[src/msc_pkg.sv]
/*
 * msc_pkg: constants and carrier types for the MAC statistics counter bank
 * (excessive collisions, deferred transmits, carrier loss, received bytes).
 * Assumes the register space addresses words by index, one index per register.
 */
package msc_pkg;

    // register indices inside the MAC register space
    localparam int MSC_ADDR_W = 16;
    localparam logic [15:0] MSC_IDX_EXCESS_COL = 16'h003e;
    localparam logic [15:0] MSC_IDX_DEFERRED_TX = 16'h003f;
    localparam logic [15:0] MSC_IDX_CARRIER_LOSS = 16'h0040;
    localparam logic [15:0] MSC_IDX_RX_BYTES_LO = 16'h0041;
    localparam logic [15:0] MSC_IDX_RX_BYTES_HI = 16'h0042;

    // field widths and saturation points
    localparam int MSC_EXC_W = 10;
    localparam int MSC_DEF_W = 18;
    localparam int MSC_CRS_W = 10;
    localparam int MSC_RXB_W = 48;
    localparam int MSC_SAT_W = 18;
    localparam logic [9:0] MSC_EXC_MAX = 10'h3ff;
    localparam logic [17:0] MSC_DEF_MAX = 18'h3ffff;
    localparam logic [9:0] MSC_CRS_MAX = 10'h3ff;

    // field positions in the 48-bit received-byte total
    localparam int MSC_LO_MSB = 31;
    localparam int MSC_HI_LSB = 32;
    localparam int MSC_HI_MSB = 47;

    // reset values
    localparam logic [9:0] MSC_EXC_RST = 10'h000;
    localparam logic [17:0] MSC_DEF_RST = 18'h00000;
    localparam logic [9:0] MSC_CRS_RST = 10'h000;
    localparam logic [47:0] MSC_RXB_RST = 48'h000000000000;
    localparam logic [31:0] MSC_RD_RST = 32'h00000000;

    // one-cycle event strobes from the MAC core
    typedef struct packed {
        logic excess_col_abort;
        logic deferred_tx_ok;
        logic carrier_loss_tx;
        logic rx_byte;
    } msc_ev_t;

    // register read request from the serial register interface
    typedef struct packed {
        logic en;
        logic [15:0] addr;
    } msc_rd_req_t;

endpackage

[src/msc_stat_counters.sv]
/*
 * msc_stat_counters: read-only, clear-on-read MAC statistics counter bank.
 * Assumes event strobes and read requests come from logic on ref_clk, so none
 * of them is synchronised; each read request is a single-cycle strobe.
 */
// Function
// count excessive-collision aborts in 10 bits, hold at 0x3ff, clear on read.
// with arbitration on, excess count should stay zero; increments flag misconfiguration.
// count deferred-then-sent frames in 18 bits, hold at 0x3ffff, clear on read.
// deferrals are still counted while collision avoidance arbitration is on.
// count carrier-loss transmissions in 10 bits, hold at 0x3ff, clear on read.
// keep 48-bit total of received bytes, destination address through FCS.
// received-byte total wraps to zero past all ones instead of saturating.
// low read returns bits 31:0 and latches upper bits for the high read.
// high read returns bits 47:32 in bits 15:0, upper bits zero.
// received-byte total clears only after low then high have been read.
// host must read low register first, then high register.
// unused register bits read zero; every counter is zero after reset.
// an event coinciding with a clearing read is never lost.
`timescale 1ns/1ps

module msc_stat_counters
    import msc_pkg::*;
(
    input wire logic ref_clk,
    input wire logic rst,
    input wire msc_ev_t events,
    input wire msc_rd_req_t rd_req,
    output logic [31:0] rd_data_q,
    output logic rd_valid_q
);

    function automatic logic [17:0] msc_sat_next(
        input logic [17:0] cur,
        input logic [17:0] max,
        input logic ev,
        input logic clr
    );
        if (clr)
        begin
            msc_sat_next = {17'h00000, ev};
        end
        else if (ev && (cur != max))
        begin
            msc_sat_next = cur + 18'h00001;
        end
        else
        begin
            msc_sat_next = cur;
        end
    endfunction

    logic [9:0] exc_q;
    logic [9:0] exc_d;
    logic [17:0] def_q;
    logic [17:0] def_d;
    logic [9:0] crs_q;
    logic [9:0] crs_d;
    logic [47:0] rxb_q;
    logic [47:0] rxb_d;
    logic [47:0] snap_q;
    logic [47:0] snap_d;
    logic lo_pend_q;
    logic lo_pend_d;
    logic [31:0] rd_data_d;

    wire logic rd_exc;
    wire logic rd_def;
    wire logic rd_crs;
    wire logic rd_lo;
    wire logic rd_hi;
    wire logic rxb_clr;
    wire logic [47:0] rxb_inc;
    wire logic [17:0] exc_full;
    wire logic [17:0] def_full;
    wire logic [17:0] crs_full;

    assign rd_exc = rd_req.en && (rd_req.addr == MSC_IDX_EXCESS_COL);
    assign rd_def = rd_req.en && (rd_req.addr == MSC_IDX_DEFERRED_TX);
    assign rd_crs = rd_req.en && (rd_req.addr == MSC_IDX_CARRIER_LOSS);
    assign rd_lo = rd_req.en && (rd_req.addr == MSC_IDX_RX_BYTES_LO);
    assign rd_hi = rd_req.en && (rd_req.addr == MSC_IDX_RX_BYTES_HI);

    // the read returns the old value, the cleared counter takes this cycle's event
    assign exc_full = msc_sat_next({8'h00, exc_q}, {8'h00, MSC_EXC_MAX}, events.excess_col_abort, rd_exc);
    assign exc_d = exc_full[9:0];
    // no gating by arbitration mode: an abort under arbitration is a fault worth seeing

    assign def_full = msc_sat_next(def_q, MSC_DEF_MAX, events.deferred_tx_ok, rd_def);
    assign def_d = def_full;
    assign crs_full = msc_sat_next({8'h00, crs_q}, {8'h00, MSC_CRS_MAX}, events.carrier_loss_tx, rd_crs);
    assign crs_d = crs_full[9:0];

    // one strobe per received byte, destination address through FCS
    assign rxb_inc = {47'h000000000000, events.rx_byte};
    // clearing subtracts the snapshot instead of zeroing, so bytes that
    // arrive between the low and the high read survive the clear
    assign rxb_clr = rd_hi && lo_pend_q;
    assign rxb_d = rxb_clr ? (rxb_q - snap_q + rxb_inc) : (rxb_q + rxb_inc);
    assign snap_d = rd_lo ? rxb_q : snap_q;
    assign lo_pend_d = rd_lo ? 1'b1 : (rd_hi ? 1'b0 : lo_pend_q);

    // unmapped indices and unused bits read zero
    assign rd_data_d = rd_exc ? {22'h000000, exc_q} :
                       rd_def ? {14'h0000, def_q} :
                       rd_crs ? {22'h000000, crs_q} :
                       rd_lo ? rxb_q[MSC_LO_MSB:0] :
                       rd_hi ? {16'h0000, snap_q[MSC_HI_MSB:MSC_HI_LSB]} :
                       MSC_RD_RST;

    always_ff @(posedge ref_clk)
    begin
        if (rst)
        begin
            exc_q <= MSC_EXC_RST;
            def_q <= MSC_DEF_RST;
            crs_q <= MSC_CRS_RST;
            rxb_q <= MSC_RXB_RST;
            snap_q <= MSC_RXB_RST;
            lo_pend_q <= 1'b0;
        end
        else
        begin
            exc_q <= exc_d;
            def_q <= def_d;
            crs_q <= crs_d;
            rxb_q <= rxb_d;
            snap_q <= snap_d;
            lo_pend_q <= lo_pend_d;
        end
    end

    always_ff @(posedge ref_clk)
    begin
        if (rst)
        begin
            rd_data_q <= MSC_RD_RST;
            rd_valid_q <= 1'b0;
        end
        else
        begin
            rd_data_q <= rd_data_d;
            rd_valid_q <= rd_req.en;
        end
    end
endmodule

[config.mk]
export PLATFORM = sky130hd
export DESIGN_NAME = msc_stat_counters
export DESIGN_NICKNAME = d
export VERILOG_FILES = /design/src/msc_pkg.sv /design/src/msc_stat_counters.sv
export SDC_FILE = /design/constraint.sdc
export NUM_CORES = 1
export LEC_CHECK = 0
export ABC_AREA = 1
export BUFFER_PORTS_ARGS = -buffer_cell sky130_fd_sc_hd__buf_2
export CORE_ASPECT_RATIO = 0.6
export CORE_MARGIN = 8
export CORE_UTILIZATION = 45
export CTS_BUF_LIST = sky130_fd_sc_hd__clkbuf_4
export DETAILED_ROUTE_END_ITERATION = 10
export RECOVER_POWER = 100
export SYNTH_ARGS = -nofsm -noshare
export SYNTH_HDL_FRONTEND = slang
export SYNTH_SLANG_ARGS = --single-unit
[constraint.sdc]
create_clock -name ref_clk -period 4.7 [get_ports ref_clk]
set_input_delay 0.47 -clock ref_clk [delete_from_list [all_inputs] [get_ports ref_clk]]
set_output_delay 0.47 -clock ref_clk [all_outputs]
set_load 0.1 [all_outputs]
* After elaboration in Yosys (flattened, before gate mapping)
Index checks and enable logic that the tools add are counted.
Storage, ports and cells: flip-flop bits (word level) 168, bits of input ports 23, output and inout port bits 33, word-level logic and storage cells 58
Operators by class: $add $sub $neg 6, equality and inequality tests 8, multiplexer cells 14, reductions and logical operators 17
Operator list (count):
- $add A48 B1 Y48 | 2
- $eq A16 B7 Y1 const B | 3
- $mux W48 | 1
- $sub A48 B48 Y48 | 1
- $mux W18 | 2
- $eq A16 B6 Y1 const B | 2
- $mux W32 | 1
- $add A10 B1 Y10 const B | 2
- $ne A10 B10 Y1 const B | 2
- $add A18 B1 Y18 const B | 1
- $ne A18 B18 Y1 const B | 1
- $mux W16 | 1
- $mux W10 | 1
- $logic_and A1 B1 Y1 | 9
- $mux W1 | 8
- $reduce_bool A2 Y1 | 4
- $reduce_or A2 Y1 | 3
- $reduce_or A4 Y1 | 1

* Longest topological paths before layout
Gate-level depths: netlist of run 1.
word-level depth 7, gate-level depth with buffers 19, depth with buffers taken out 19

* Least setup slack after synthesis of run 1
No wires, ideal clock.
kind flip-flop to flip-flop, start point register rxb_q[0], end point register rxb_q[24], setup time 0.074 ns, arrival 2.269 ns, data required time 4.626 ns, slack 2.357 ns, stages on the path, launching flop included 17, buffers on the path 0, period minus slack after synthesis 2.343 ns, cells stage by stage dfxtp_1 inv_1 ha_1 inv_1 ha_1 inv_1 fa_1 inv_1 nand2_1 nand2_1 nand3_1 nand2_1 nand2_1 nand3_1 inv_1 or2_2 a31oi_1
On the way: longest elaborated chain between the ends 3, elaborated cells on any way between the ends 4, classes of those cells add/sub: 3; mux: 1
Ends and longest elaborated chain:
- from (decl) | RTL line msc_stat_counters.sv:59 | logic [47:0] rxb_q;
- from (signal assigned) | RTL line msc_stat_counters.sv:127 | rxb_q <= rxb_d;
- $sub A48 B48 Y48 | RTL line msc_stat_counters.sv:99 | assign rxb_d = rxb_clr ? (rxb_q - snap_q + rxb_inc) : (rxb_q + rxb_inc);
- $add A48 B1 Y48 | RTL line msc_stat_counters.sv:99
- $mux W48 (*) | RTL line msc_stat_counters.sv:99
Every way passes the cells marked *; elsewhere a longest branch is shown, timed or not. A chain may end at the register's enable or synchronous reset.

* Final worst setup path of run 1
start point input port rd_req[13] (netlist bit), end point register rxb_q[38]
On the way: longest elaborated chain between the ends 4
Ends and longest elaborated chain:
- from (decl) | RTL line msc_stat_counters.sv:28 | input wire msc_rd_req_t rd_req,
- $eq A16 B7 Y1 | RTL line msc_stat_counters.sv:82 | assign rd_hi = rd_req.en && (rd_req.addr == MSC_IDX_RX_BYTES_HI);
- $logic_and A1 B1 Y1 | RTL line msc_stat_counters.sv:82
- $logic_and A1 B1 Y1 | RTL line msc_stat_counters.sv:98 | assign rxb_clr = rd_hi && lo_pend_q;
- $mux W48 | RTL line msc_stat_counters.sv:99
Every way passes these cells.

==> impl_metrics.yaml, run 1 <==
clocking:
  cts_bufs_inserted: 17
  clock-sinks: 168
  cts_tree: "yes"
  number_of_buffers_inserted_to_repair_setup_after_cts: 0
  cts.root.buffer_cell: "clkbuf_4"
  clk_transition_reported_paths_ns: 0.17
  postCtsHoldBufs: 0
  clock_tree.htree_level_count: 4
  clock_path_buffers: 2
  cts_resized: 0
  clkLatencyLatePin_ns: 0.68
grt:
  gr-total-overflow: 0
  largest_net_degree_at_the_start_of_global_routing: 59
  busiest_layer_in_global_routing: "met1"
  grtUsageTotal_pct: 30.0
  grtUsageMet2_pct: 37.3
  antenna_violations_before_repair: 1
  grt_pass1_vias: 12200
  groute.layer.met1.usage_pct: 45.3
  first_pass_grt_wire_length_mm: 78.2
  grt_util_met3_pct: 13.6
route:
  detailedRoute.firstIterationViolations: 1797
  drt_pass_1_iters: 8
  post_detailed_route_via_to_cell_ratio: 5.42
  drtAntennaViolNets: 0
  routed-via-count: 13800
  drt_drc_violations_left: 0
  final_routed_wirelength_mm: 53.3
  detailed_route_wire_length_per_cell_um: 20.9
yosys:
  synthesis.yosys.warnings: 0
  synth.net_count: 2241
  seq_area_frac_synth_pct: 26.0
  asyncSetResetFlopFracSynth_pct: 0
  syn-mean-instance-area_um2: 6.11
  mappedNetlistArea_mm2: 0.0129
  yosys.cell_types.count: 49
  post_synth_inst_count: 2118
  top_reg_cell_synth: "dfxtp_1"
  synth-edff-count: 0
  synth-seq-cells: 168
flow_run:
  max_cap_violations: 1
die:
  ioPinCount: 56
  initial_core_util_pct: 45.3
  floorplan.die.width_um: 235
  num_rows: 48
  coreArea_mm2: 0.0285
  die_outline_area_mm2: 0.0346
  die_h_um: 147
setup_path:
  setup.worst_path.start: "rd_req[13]"
  endpoint_kind: "flip-flop"
  worst-endpoint-required_ns: 5.26
  critical_path.startpoint_type: "primary input"
  critical_path_peak_fanout: 29
  criticalPathCategory: "in -> reg"
  critical_path_arrival_ns: 4.53
  timing.rr.start: "rxb_q[6]$_SDFF_PP0_"
hold_path:
  hold_path_class: "in -> reg"
  hold_path_startpoint: "events[2]"
final_layout:
  post_layout_nonfiller_instances: 2552
  flow.area_growth_from_synthesis_pct: 5.80
  final_core_util_pct: 48.0
  drive_gt1_share_pct: 5.10
  layout_commonest_cell: "nand2_1"
  nets: 2286
  layout_common_cells: "nand2_1 (654), inv_1 (370), nor2_1 (188), dfxtp_1 (168), a21oi_1 (155)"
place:
  buffer_ports.inserted: 55
  gpl.final_weighted_congestion: 1.05
  placedCellCount: 2519
  place.detailed.hpwl_mm: 43.2
  place_worst_setup_slack_ns: 1.20
timing:
  final.hold.worst_slack_ns: 0.0991
  maxSlewHeadroom_pct: -133
  fmax_ghz: 0.252
  tightest_slew_ns: 3.50
  timing.final.hold_violations: 0
  fin_worst_skew_ns: 0.0450
  final_max_slew_viol_count: 56
  finalCritPeriodShare_pct: 84.6
  rsz_0062_raised_after_global_routing: "false"
  timing.setup.tns_ns: 0
  layout_setup_ws_ns: 0.724
  fin_crit_ns: 3.98
  timing.final.setup_violations: 0
pwr:
  p_leak_nw: 6.35
  vdd_ir_drop_max_mv: 0.125
  power.density_cell_area_mw_per_mm2: 194
run_status:
  status: "finished with violations"
  violations: "capacitance limit, slew limit"
## critical path, cell delays in order
cell	delay, ns
buf_2	0.10
nor2_1	0.11
nand2_1	0.06
nor2_1	0.52
nand3_1	0.43
nor2_1	0.37
nand2_2	0.06
clkbuf_2	0.50
inv_1	1.23
nand3_1	0.43
a21oi_2	0.22
## state kept, by name (all words and copies together), names as in the netlist
signal,count
def_q,18
rd_valid_q,1
crs_q,10
lo_pend_q,1
rxb_q,48
exc_q,10
rd_data_q,32
snap_q,48
## synthesized netlist by cell type (7+ instances only)
| cell | n | area share [%] |
|---|---|---|
| dfxtp_1 | 168 | 26 |
| nand4_1 | 39 | 1.9 |
| nor3_1 | 37 | 1.4 |
| xor2_1 | 56 | 3.8 |
| inv_2 | 21 | 0.61 |
| nand3_2 | 8 | 0.62 |
| nand2_1 | 651 | 19 |
| inv_1 | 367 | 11 |
| ha_1 | 99 | 9.6 |
| o21ai_0 | 77 | 3.0 |
| nor2_1 | 186 | 5.4 |
| o211ai_1 | 11 | 0.64 |
| nor4_1 | 7 | 0.34 |
| a31oi_1 | 7 | 0.34 |
| o21ai_1 | 10 | 0.39 |
| a21oi_1 | 155 | 6.0 |
| clkbuf_1 | 21 | 0.61 |
| nand2_2 | 8 | 0.39 |
| or2_2 | 10 | 0.48 |
| nand3_1 | 106 | 4.1 |
## worst paths after layout
path | to | slack [ns] | depth (start not counted)
worst max register to register | rxb_q[34]$_SDFF_PP0_ | 1.35 | 13
worst min register to register | snap_q[19]$_SDFFE_PP0P_ | 0.47 | 2
worst min-delay path | def_q[0]$_SDFFE_PP0P_ | 0.1 | 3
worst max-delay path | rxb_q[38]$_SDFF_PP0_ | 0.72 | 11
## power by group
group          switching [mW]  leakage [nW]  internal (mW)
Clock                   0.612         0.141          0.289
Sequential            0.00984          1.35           1.43
Combinational           0.230          4.85         0.0763
## final cells by class
class / instances / area, um2
Clock inverter: 12 / 116
Clock buffer: 20 / 150
Multi-Input combinational cell: 1525 / 7850
Fill cell: 3100 / 14800
Sequential cell: 168 / 3360
Tap cell: 375 / 469
Timing Repair Buffer: 62 / 279
Inverter: 389 / 1460
Antenna cell: 1 / 2.50
## per-stage QoR
| step | total power [mW] | area [um2] |
|---|---|---|
| finish | 2.65 | 13700 |
| global route | 2.74 | 13700 |
| CTS | 2.65 | 13800 |
| floorplan | 1.65 | 12900 |
| global placement | 1.77 | 13500 |
| detailed placement | 1.77 | 13500 |
## per-layer routing
| metal | wire (um) | share of wire, % |
|---|---|---|
| met5 | 0 | 0 |
| met4 | 744 | 1.4 |
| met3 | 7500 | 14 |
| met2 | 19000 | 36 |
| met1 | 26100 | 49 |
## logic make-up (layout without fill, tap and decap cells)
logic type,count (synthesis),after routing,share of synthesized area [%]
xor gates and xnor gates,61,61,4.13
buffers and inverters,425,483,12.8
adders and majority gates,100,100,9.73
other,0,1,0
DFF,168,168,26.0
and+or+nand+nor,1083,1083,35.7
AOI/OAI and AO/OA,281,281,11.7
(Power assumes the default switching activity.)
==> run 2: changes to the inputs <==
- clock period: 4.7 -> 3.6 ns (I/O delays scaled with it)
==> run 2 against run 1 <==
Compared with the run above: the run now ends clean; total power rose by 29%; count of clock-buffer cells in the layout fell by 2; core utilization rose by 0.35 points; die area did not move; hold slack improved by 0.051 ns; largest cell class unchanged.
==> impl_metrics.yaml, run 2 (synthesis gave the netlist of run 1 again) <==
timing:
  fmax_ghz: 0.309
  fin_worst_skew_ns: 0.0292
  finalCritPeriodShare_pct: 89.8
  timing.final.hold_violations: 0
  final_max_slew_viol_count: 0
  layout_setup_ws_ns: 0.369
  timing.setup.tns_ns: 0
  maxSlewHeadroom_pct: 8.12
  final.hold.worst_slack_ns: 0.150
  tightest_slew_ns: 1.38
  fin_crit_ns: 3.23
  rsz_0062_raised_after_global_routing: "false"
  timing.final.setup_violations: 0
place:
  placedCellCount: 2526
  place.detailed.hpwl_mm: 41.9
  gpl.final_weighted_congestion: 1.05
  buffer_ports.inserted: 55
  place_worst_setup_slack_ns: 0.536
grt:
  antenna_violations_before_repair: 1
  gr-total-overflow: 0
  first_pass_grt_wire_length_mm: 75.9
  grtUsageTotal_pct: 28.8
  largest_net_degree_at_the_start_of_global_routing: 59
  grt_pass1_vias: 12500
pwr:
  power.density_cell_area_mw_per_mm2: 247
  p_leak_nw: 6.41
  p_seq_share_pct: 55.2
  vdd_ir_drop_max_mv: 0.139
  sum_of_internal_switching_and_leakage_power_mw: 3.41
  netSwitchingFraction_pct: 31.7
  clock_power_share_pct: 33.2
  intPower_mw: 2.33
  pwr-share-comb_pct: 11.6
  power.switching_mw: 1.08
route:
  final_routed_wirelength_mm: 50.9
  drt_drc_violations_left: 0
  drtAntennaViolNets: 0
  drt_pass_1_iters: 6
  post_detailed_route_via_to_cell_ratio: 5.40
  detailedRoute.firstIterationViolations: 1672
  routed-via-count: 13800
  detailed_route_wire_length_per_cell_um: 19.9
final_layout:
  flow.area_growth_from_synthesis_pct: 6.58
  top_regs: "rxb_q x48, snap_q x48, rd_data_q x32"
  drive_gt1_share_pct: 5.08
  layout_common_cells: "nand2_1 (656), inv_1 (373), nor2_1 (188), dfxtp_1 (168), a21oi_1 (157)"
  layout_commonest_cell: "nand2_1"
  fillers: 3123
  nets: 2297
  post_layout_nonfiller_instances: 2563
die:
  initial_core_util_pct: 45.3
  die_outline_area_mm2: 0.0346
  num_rows: 48
  ioPinCount: 56
  floorplan.die.width_um: 235
  coreArea_mm2: 0.0285
  die_h_um: 147
clocking:
  cts_resized: 0
  cts_tree: "yes"
  cts.root.buffer_cell: "clkbuf_4"
  clkLatencyLatePin_ns: 0.63
  clock_path_buffers: 2
  clock-sinks: 168
  cts_bufs_inserted: 17
  clk_transition_reported_paths_ns: 0.17
  clock_tree.htree_level_count: 4
hold_path:
  hold_path_class: "in -> reg"
setup_path:
  criticalPathCategory: "in -> reg"
  worst-endpoint-required_ns: 4.15
  endpoint_kind: "flip-flop"
  critical_path.startpoint_type: "primary input"
  critical_path_peak_fanout: 27
  critical_path_arrival_ns: 3.78
run_status:
  status: "finished, final reports clean"
flow_run:
  max_cap_violations: 0
[run 2: per-layer routing]
metal	wire, um	track usage [%]	vias to the layer above
li1	-	-	6808
met1	25000	43.2	6299
met2	17600	35.5	655
met3	7050	12.4	76
met4	1290	7.95	0
met5	0	0	-
[run 2: path summary, 6_finish.rpt]
check	depth (start not counted)	start	slack, ns	end
max reg2reg	13	rxb_q[21]$_SDFF_PP0_	0.42	rxb_q[39]$_SDFF_PP0_
max	9	rd_req[16]	0.37	rd_data_q[30]$_SDFF_PP0_
min	4	rd_req[0]	0.15	exc_q[0]$_SDFFE_PP0P_
min reg2reg	2	snap_q[21]$_SDFFE_PP0P_	0.47	snap_q[21]$_SDFFE_PP0P_
[run 2: power by group through the flow]
stage | Clock (mW) | Sequential (mW) | Combinational, mW
final | 1.13 | 1.88 | 0.395
after global routing | 1.22 | 1.88 | 0.432
after CTS | 1.15 | 1.88 | 0.383
after detailed placement | 0 | 1.92 | 0.377
after global placement | 0 | 1.92 | 0.375
after floorplan | 0 | 1.92 | 0.231
[run 2: timing repair]
item                      4_1_cts  5_1_grt
setup buffers                   0        0
hold endpoints to repair        4        0
hold buffers                    4        0
[run 2: through the flow]
step	area, um2	utilization, %
floorplan	12900	-
global placement	13600	47.6
detailed placement	13600	47.6
CTS	13900	48.7
global route	13800	48.3
finish	13800	48.3
[run 2: layout make-up]
type	count	area (um2)	area share, %
timing repair buffer	73	364	2.64
sequential	168	3360	24.4
multi-input combinational	1525	7870	57.1
clock inverter	14	123	0.889
tap	375	469	3.40
clock buffer	18	135	0.980
antenna	1	2.50	0.0182
inverter	389	1460	10.6
[run 2: worst max-delay path: stages]
cell and delay (ns):
dlygate4sd3_1 0.53, clkbuf_1 0.17, nand3_1 0.10, nor2_1 0.39, nand4_4 0.14, inv_1 0.63, clkbuf_1 0.69, nand2_2 0.43
nor2_1 0.32
==> run 3: changes to the inputs <==
--- a/config.mk
+++ b/config.mk
@@ -7,5 +7,5 @@
 export LEC_CHECK = 0
 export ABC_AREA = 1
-export BUFFER_PORTS_ARGS = -buffer_cell sky130_fd_sc_hd__buf_2
+export BUFFER_PORTS_ARGS = -buffer_cell sky130_fd_sc_hd__clkbuf_2
 export CORE_ASPECT_RATIO = 0.6
 export CORE_MARGIN = 8
@@ -14,4 +14,5 @@
 export DETAILED_ROUTE_END_ITERATION = 10
 export RECOVER_POWER = 100
+export SKIP_LAST_GASP = 1
 export SYNTH_ARGS = -nofsm -noshare
 export SYNTH_HDL_FRONTEND = slang
==> constraint.sdc (replaced) <==
create_clock -name ref_clk -period 3.6 [get_ports ref_clk]
set_input_delay 0.72 -clock ref_clk [delete_from_list [all_inputs] [get_ports ref_clk]]
set_output_delay 0.72 -clock ref_clk [all_outputs]
set_load 0.1 [all_outputs]
==> run 3 against run 2 <==
Compared with the run above: the run now ends with capacitance limit, slew limit left; wire length rose by 2.7%; die area unchanged; hold slack improved by 0.19 ns; non-clock buffer count is 8 higher; clock skew shrank 0.0014 ns; critical path depth increased by 4; core utilization increased by 0.12 points.
==> impl_metrics.yaml, run 3 (synthesis gave the netlist of run 1 again) <==
timing:
  tightest_slew_ns: 2.48
  fin_crit_ns: 3.34
  timing.final.setup_violations: 0
  finalCritPeriodShare_pct: 92.9
  timing.final.hold_violations: 0
  final.hold.worst_slack_ns: 0.344
  rsz_0062_raised_after_global_routing: "false"
  final_max_slew_viol_count: 105
  timing.setup.tns_ns: 0
  fmax_ghz: 0.299
  fin_worst_skew_ns: 0.0278
  maxSlewHeadroom_pct: -65.4
setup_path:
  critical_path_peak_fanout: 5
  path_delay_family: "simple AND/OR/NAND/NOR gates"
  critical_path_arrival_ns: 3.82
  cell_with_the_largest_stage_delay_on_the_worst_path: "nor2_1"
  critical_path.startpoint_type: "flip-flop"
  r2r.worst_path.cells: 13
  most_frequent_cell_on_critical_path: "nand2_1"
  timing.rr.start: "rxb_q[24]$_SDFF_PP0_"
  criticalPathCategory: "reg -> reg"
  endpoint_kind: "flip-flop"
  setup.reg_to_reg.worst_slack_ns: 0.26
  worst-endpoint-required_ns: 4.07
  path_cells: "ha_1, ha_1, nand2_1, nor2_1, inv_1, nor2_1, nand2_1, nand2_1, nand2_1, nand3_1, nand2_1, nand3_1, a21oi_1"
  worst_r2r_endpoint: "rxb_q[43]$_SDFF_PP0_"
  slowest_delay_ns: 0.50
  worstPathBufferInverterCount: 1
final_layout:
  top_regs: "rxb_q x48, snap_q x48, rd_data_q x32"
  flow.area_growth_from_synthesis_pct: 6.85
  layout_common_cells: "nand2_1 (655), inv_1 (371), nor2_1 (189), dfxtp_1 (168), a21oi_1 (156)"
  fillers: 3157
  drive_gt1_share_pct: 5.61
  post_layout_nonfiller_instances: 2571
  final_core_util_pct: 48.5
  layout_commonest_cell: "nand2_1"
  nets: 2305
die:
  ioPinCount: 56
  initial_core_util_pct: 45.3
  floorplan.die.width_um: 235
  coreArea_mm2: 0.0285
  die_h_um: 147
  num_rows: 48
  die_outline_area_mm2: 0.0346
route:
  detailedRoute.firstIterationViolations: 1842
  routed.top_layer: "met5"
  drtAntennaViolNets: 0
  final_routed_wirelength_mm: 52.3
  post_detailed_route_via_to_cell_ratio: 5.39
  routed-via-count: 13900
  drt_pass_1_iters: 5
  met3_wirelength_mm: 7.15
  route.met2.wl_mm: 18.4
  detailed_route_wire_length_per_cell_um: 20.3
  drt_drc_violations_left: 0
  met1_wl_mm: 25.9
hold_path:
  destination_of_the_worst_hold_path: "rd_valid_q$_SDFF_PP0_"
  min_path_cells: 3
  hold_path_startpoint: "rd_req[16]"
  hold_path_class: "in -> reg"
pwr:
  power.density_cell_area_mw_per_mm2: 246
  vdd_ir_drop_max_mv: 0.174
  p_leak_nw: 6.42
clocking:
  clk_transition_reported_paths_ns: 0.17
  cts_bufs_inserted: 17
  clock_path_buffers: 2
  clock_tree.htree_level_count: 4
  number_of_buffers_inserted_to_repair_setup_after_cts: 0
  cts_resized: 0
  postCtsHoldBufs: 0
  cts_tree: "yes"
  clock-sinks: 168
  cts.root.buffer_cell: "clkbuf_4"
  clkLatencyLatePin_ns: 0.65
grt:
  largest_net_degree_at_the_start_of_global_routing: 59
  antenna_violations_before_repair: 3
  gr-total-overflow: 0
  grtUsageTotal_pct: 29.4
  grt_pass1_vias: 12400
  first_pass_grt_wire_length_mm: 76.9
place:
  buffer_ports.inserted: 55
  placedCellCount: 2538
  place.detailed.hpwl_mm: 43.2
  gpl.final_weighted_congestion: 1.03
run_status:
  violations: "capacitance limit, slew limit"
  status: "finished with violations"
flow_run:
  max_cap_violations: 2
-- run 3: stage by stage --
step	power [mW]	setup WS, ns	area (um2)
final	3.40	0.255	13800
after global routing	3.52	0.155	13800
after CTS	3.41	0.575	13900
after detailed placement	2.29	0.600	13700
after global placement	2.28	0.486	13700
after floorplan	2.15	1.23	12900
-- run 3: tightest hold or removal path, delay by kind of cell --
kind / cells / cell delay [ns]
and+or+nand+nor: 1 / 0.04
buffers and inverters: 2 / 0.20
-- run 3: worst max path at each step --
| stage | from | to | slack (ns) | cells past startpoint |
|---|---|---|---|---|
| 2_1_floorplan | events[0] | rxb_q[24]$_SDFF_PP0_ | 1.23 | 13 |
| 3_3_place_gp | rxb_q[24]$_SDFF_PP0_ | rxb_q[43]$_SDFF_PP0_ | 0.49 | 13 |
| 3_5_place_dp | rxb_q[24]$_SDFF_PP0_ | rxb_q[43]$_SDFF_PP0_ | 0.60 | 13 |
| 4_1_cts | rxb_q[24]$_SDFF_PP0_ | rxb_q[43]$_SDFF_PP0_ | 0.57 | 13 |
| 5_1_grt | rxb_q[20]$_SDFF_PP0_ | rxb_q[43]$_SDFF_PP0_ | 0.16 | 13 |
| 6_report | rxb_q[24]$_SDFF_PP0_ | rxb_q[43]$_SDFF_PP0_ | 0.26 | 13 |
-- run 3: report_power, final --
part           total, mW  leakage [nW]  internal, mW  switching [mW]
Clock               1.14         0.132         0.363           0.776
Sequential          1.88          1.35          1.87          0.0122
Combinational      0.377          4.94         0.100           0.277
-- run 3: layout make-up --
cell class | instances | area (um2) | area share, %
Sequential cell | 168 | 3360 | 24.3
Clock inverter | 12 | 115 | 0.833
Tap cell | 375 | 469 | 3.39
Multi-Input combinational cell | 1525 | 7860 | 56.9
Clock buffer | 19 | 143 | 1.03
Inverter | 389 | 1460 | 10.6
Antenna cell | 2 | 5.00 | 0.0362
Timing Repair Buffer | 81 | 407 | 2.94
-- run 3: layer usage --
metal | up-vias | global-route usage (%)
met5 | - | 0
met4 | 2 | 6.33
met3 | 43 | 12.0
met2 | 676 | 36.3
met1 | 6333 | 45.1
li1 | 6808 | -
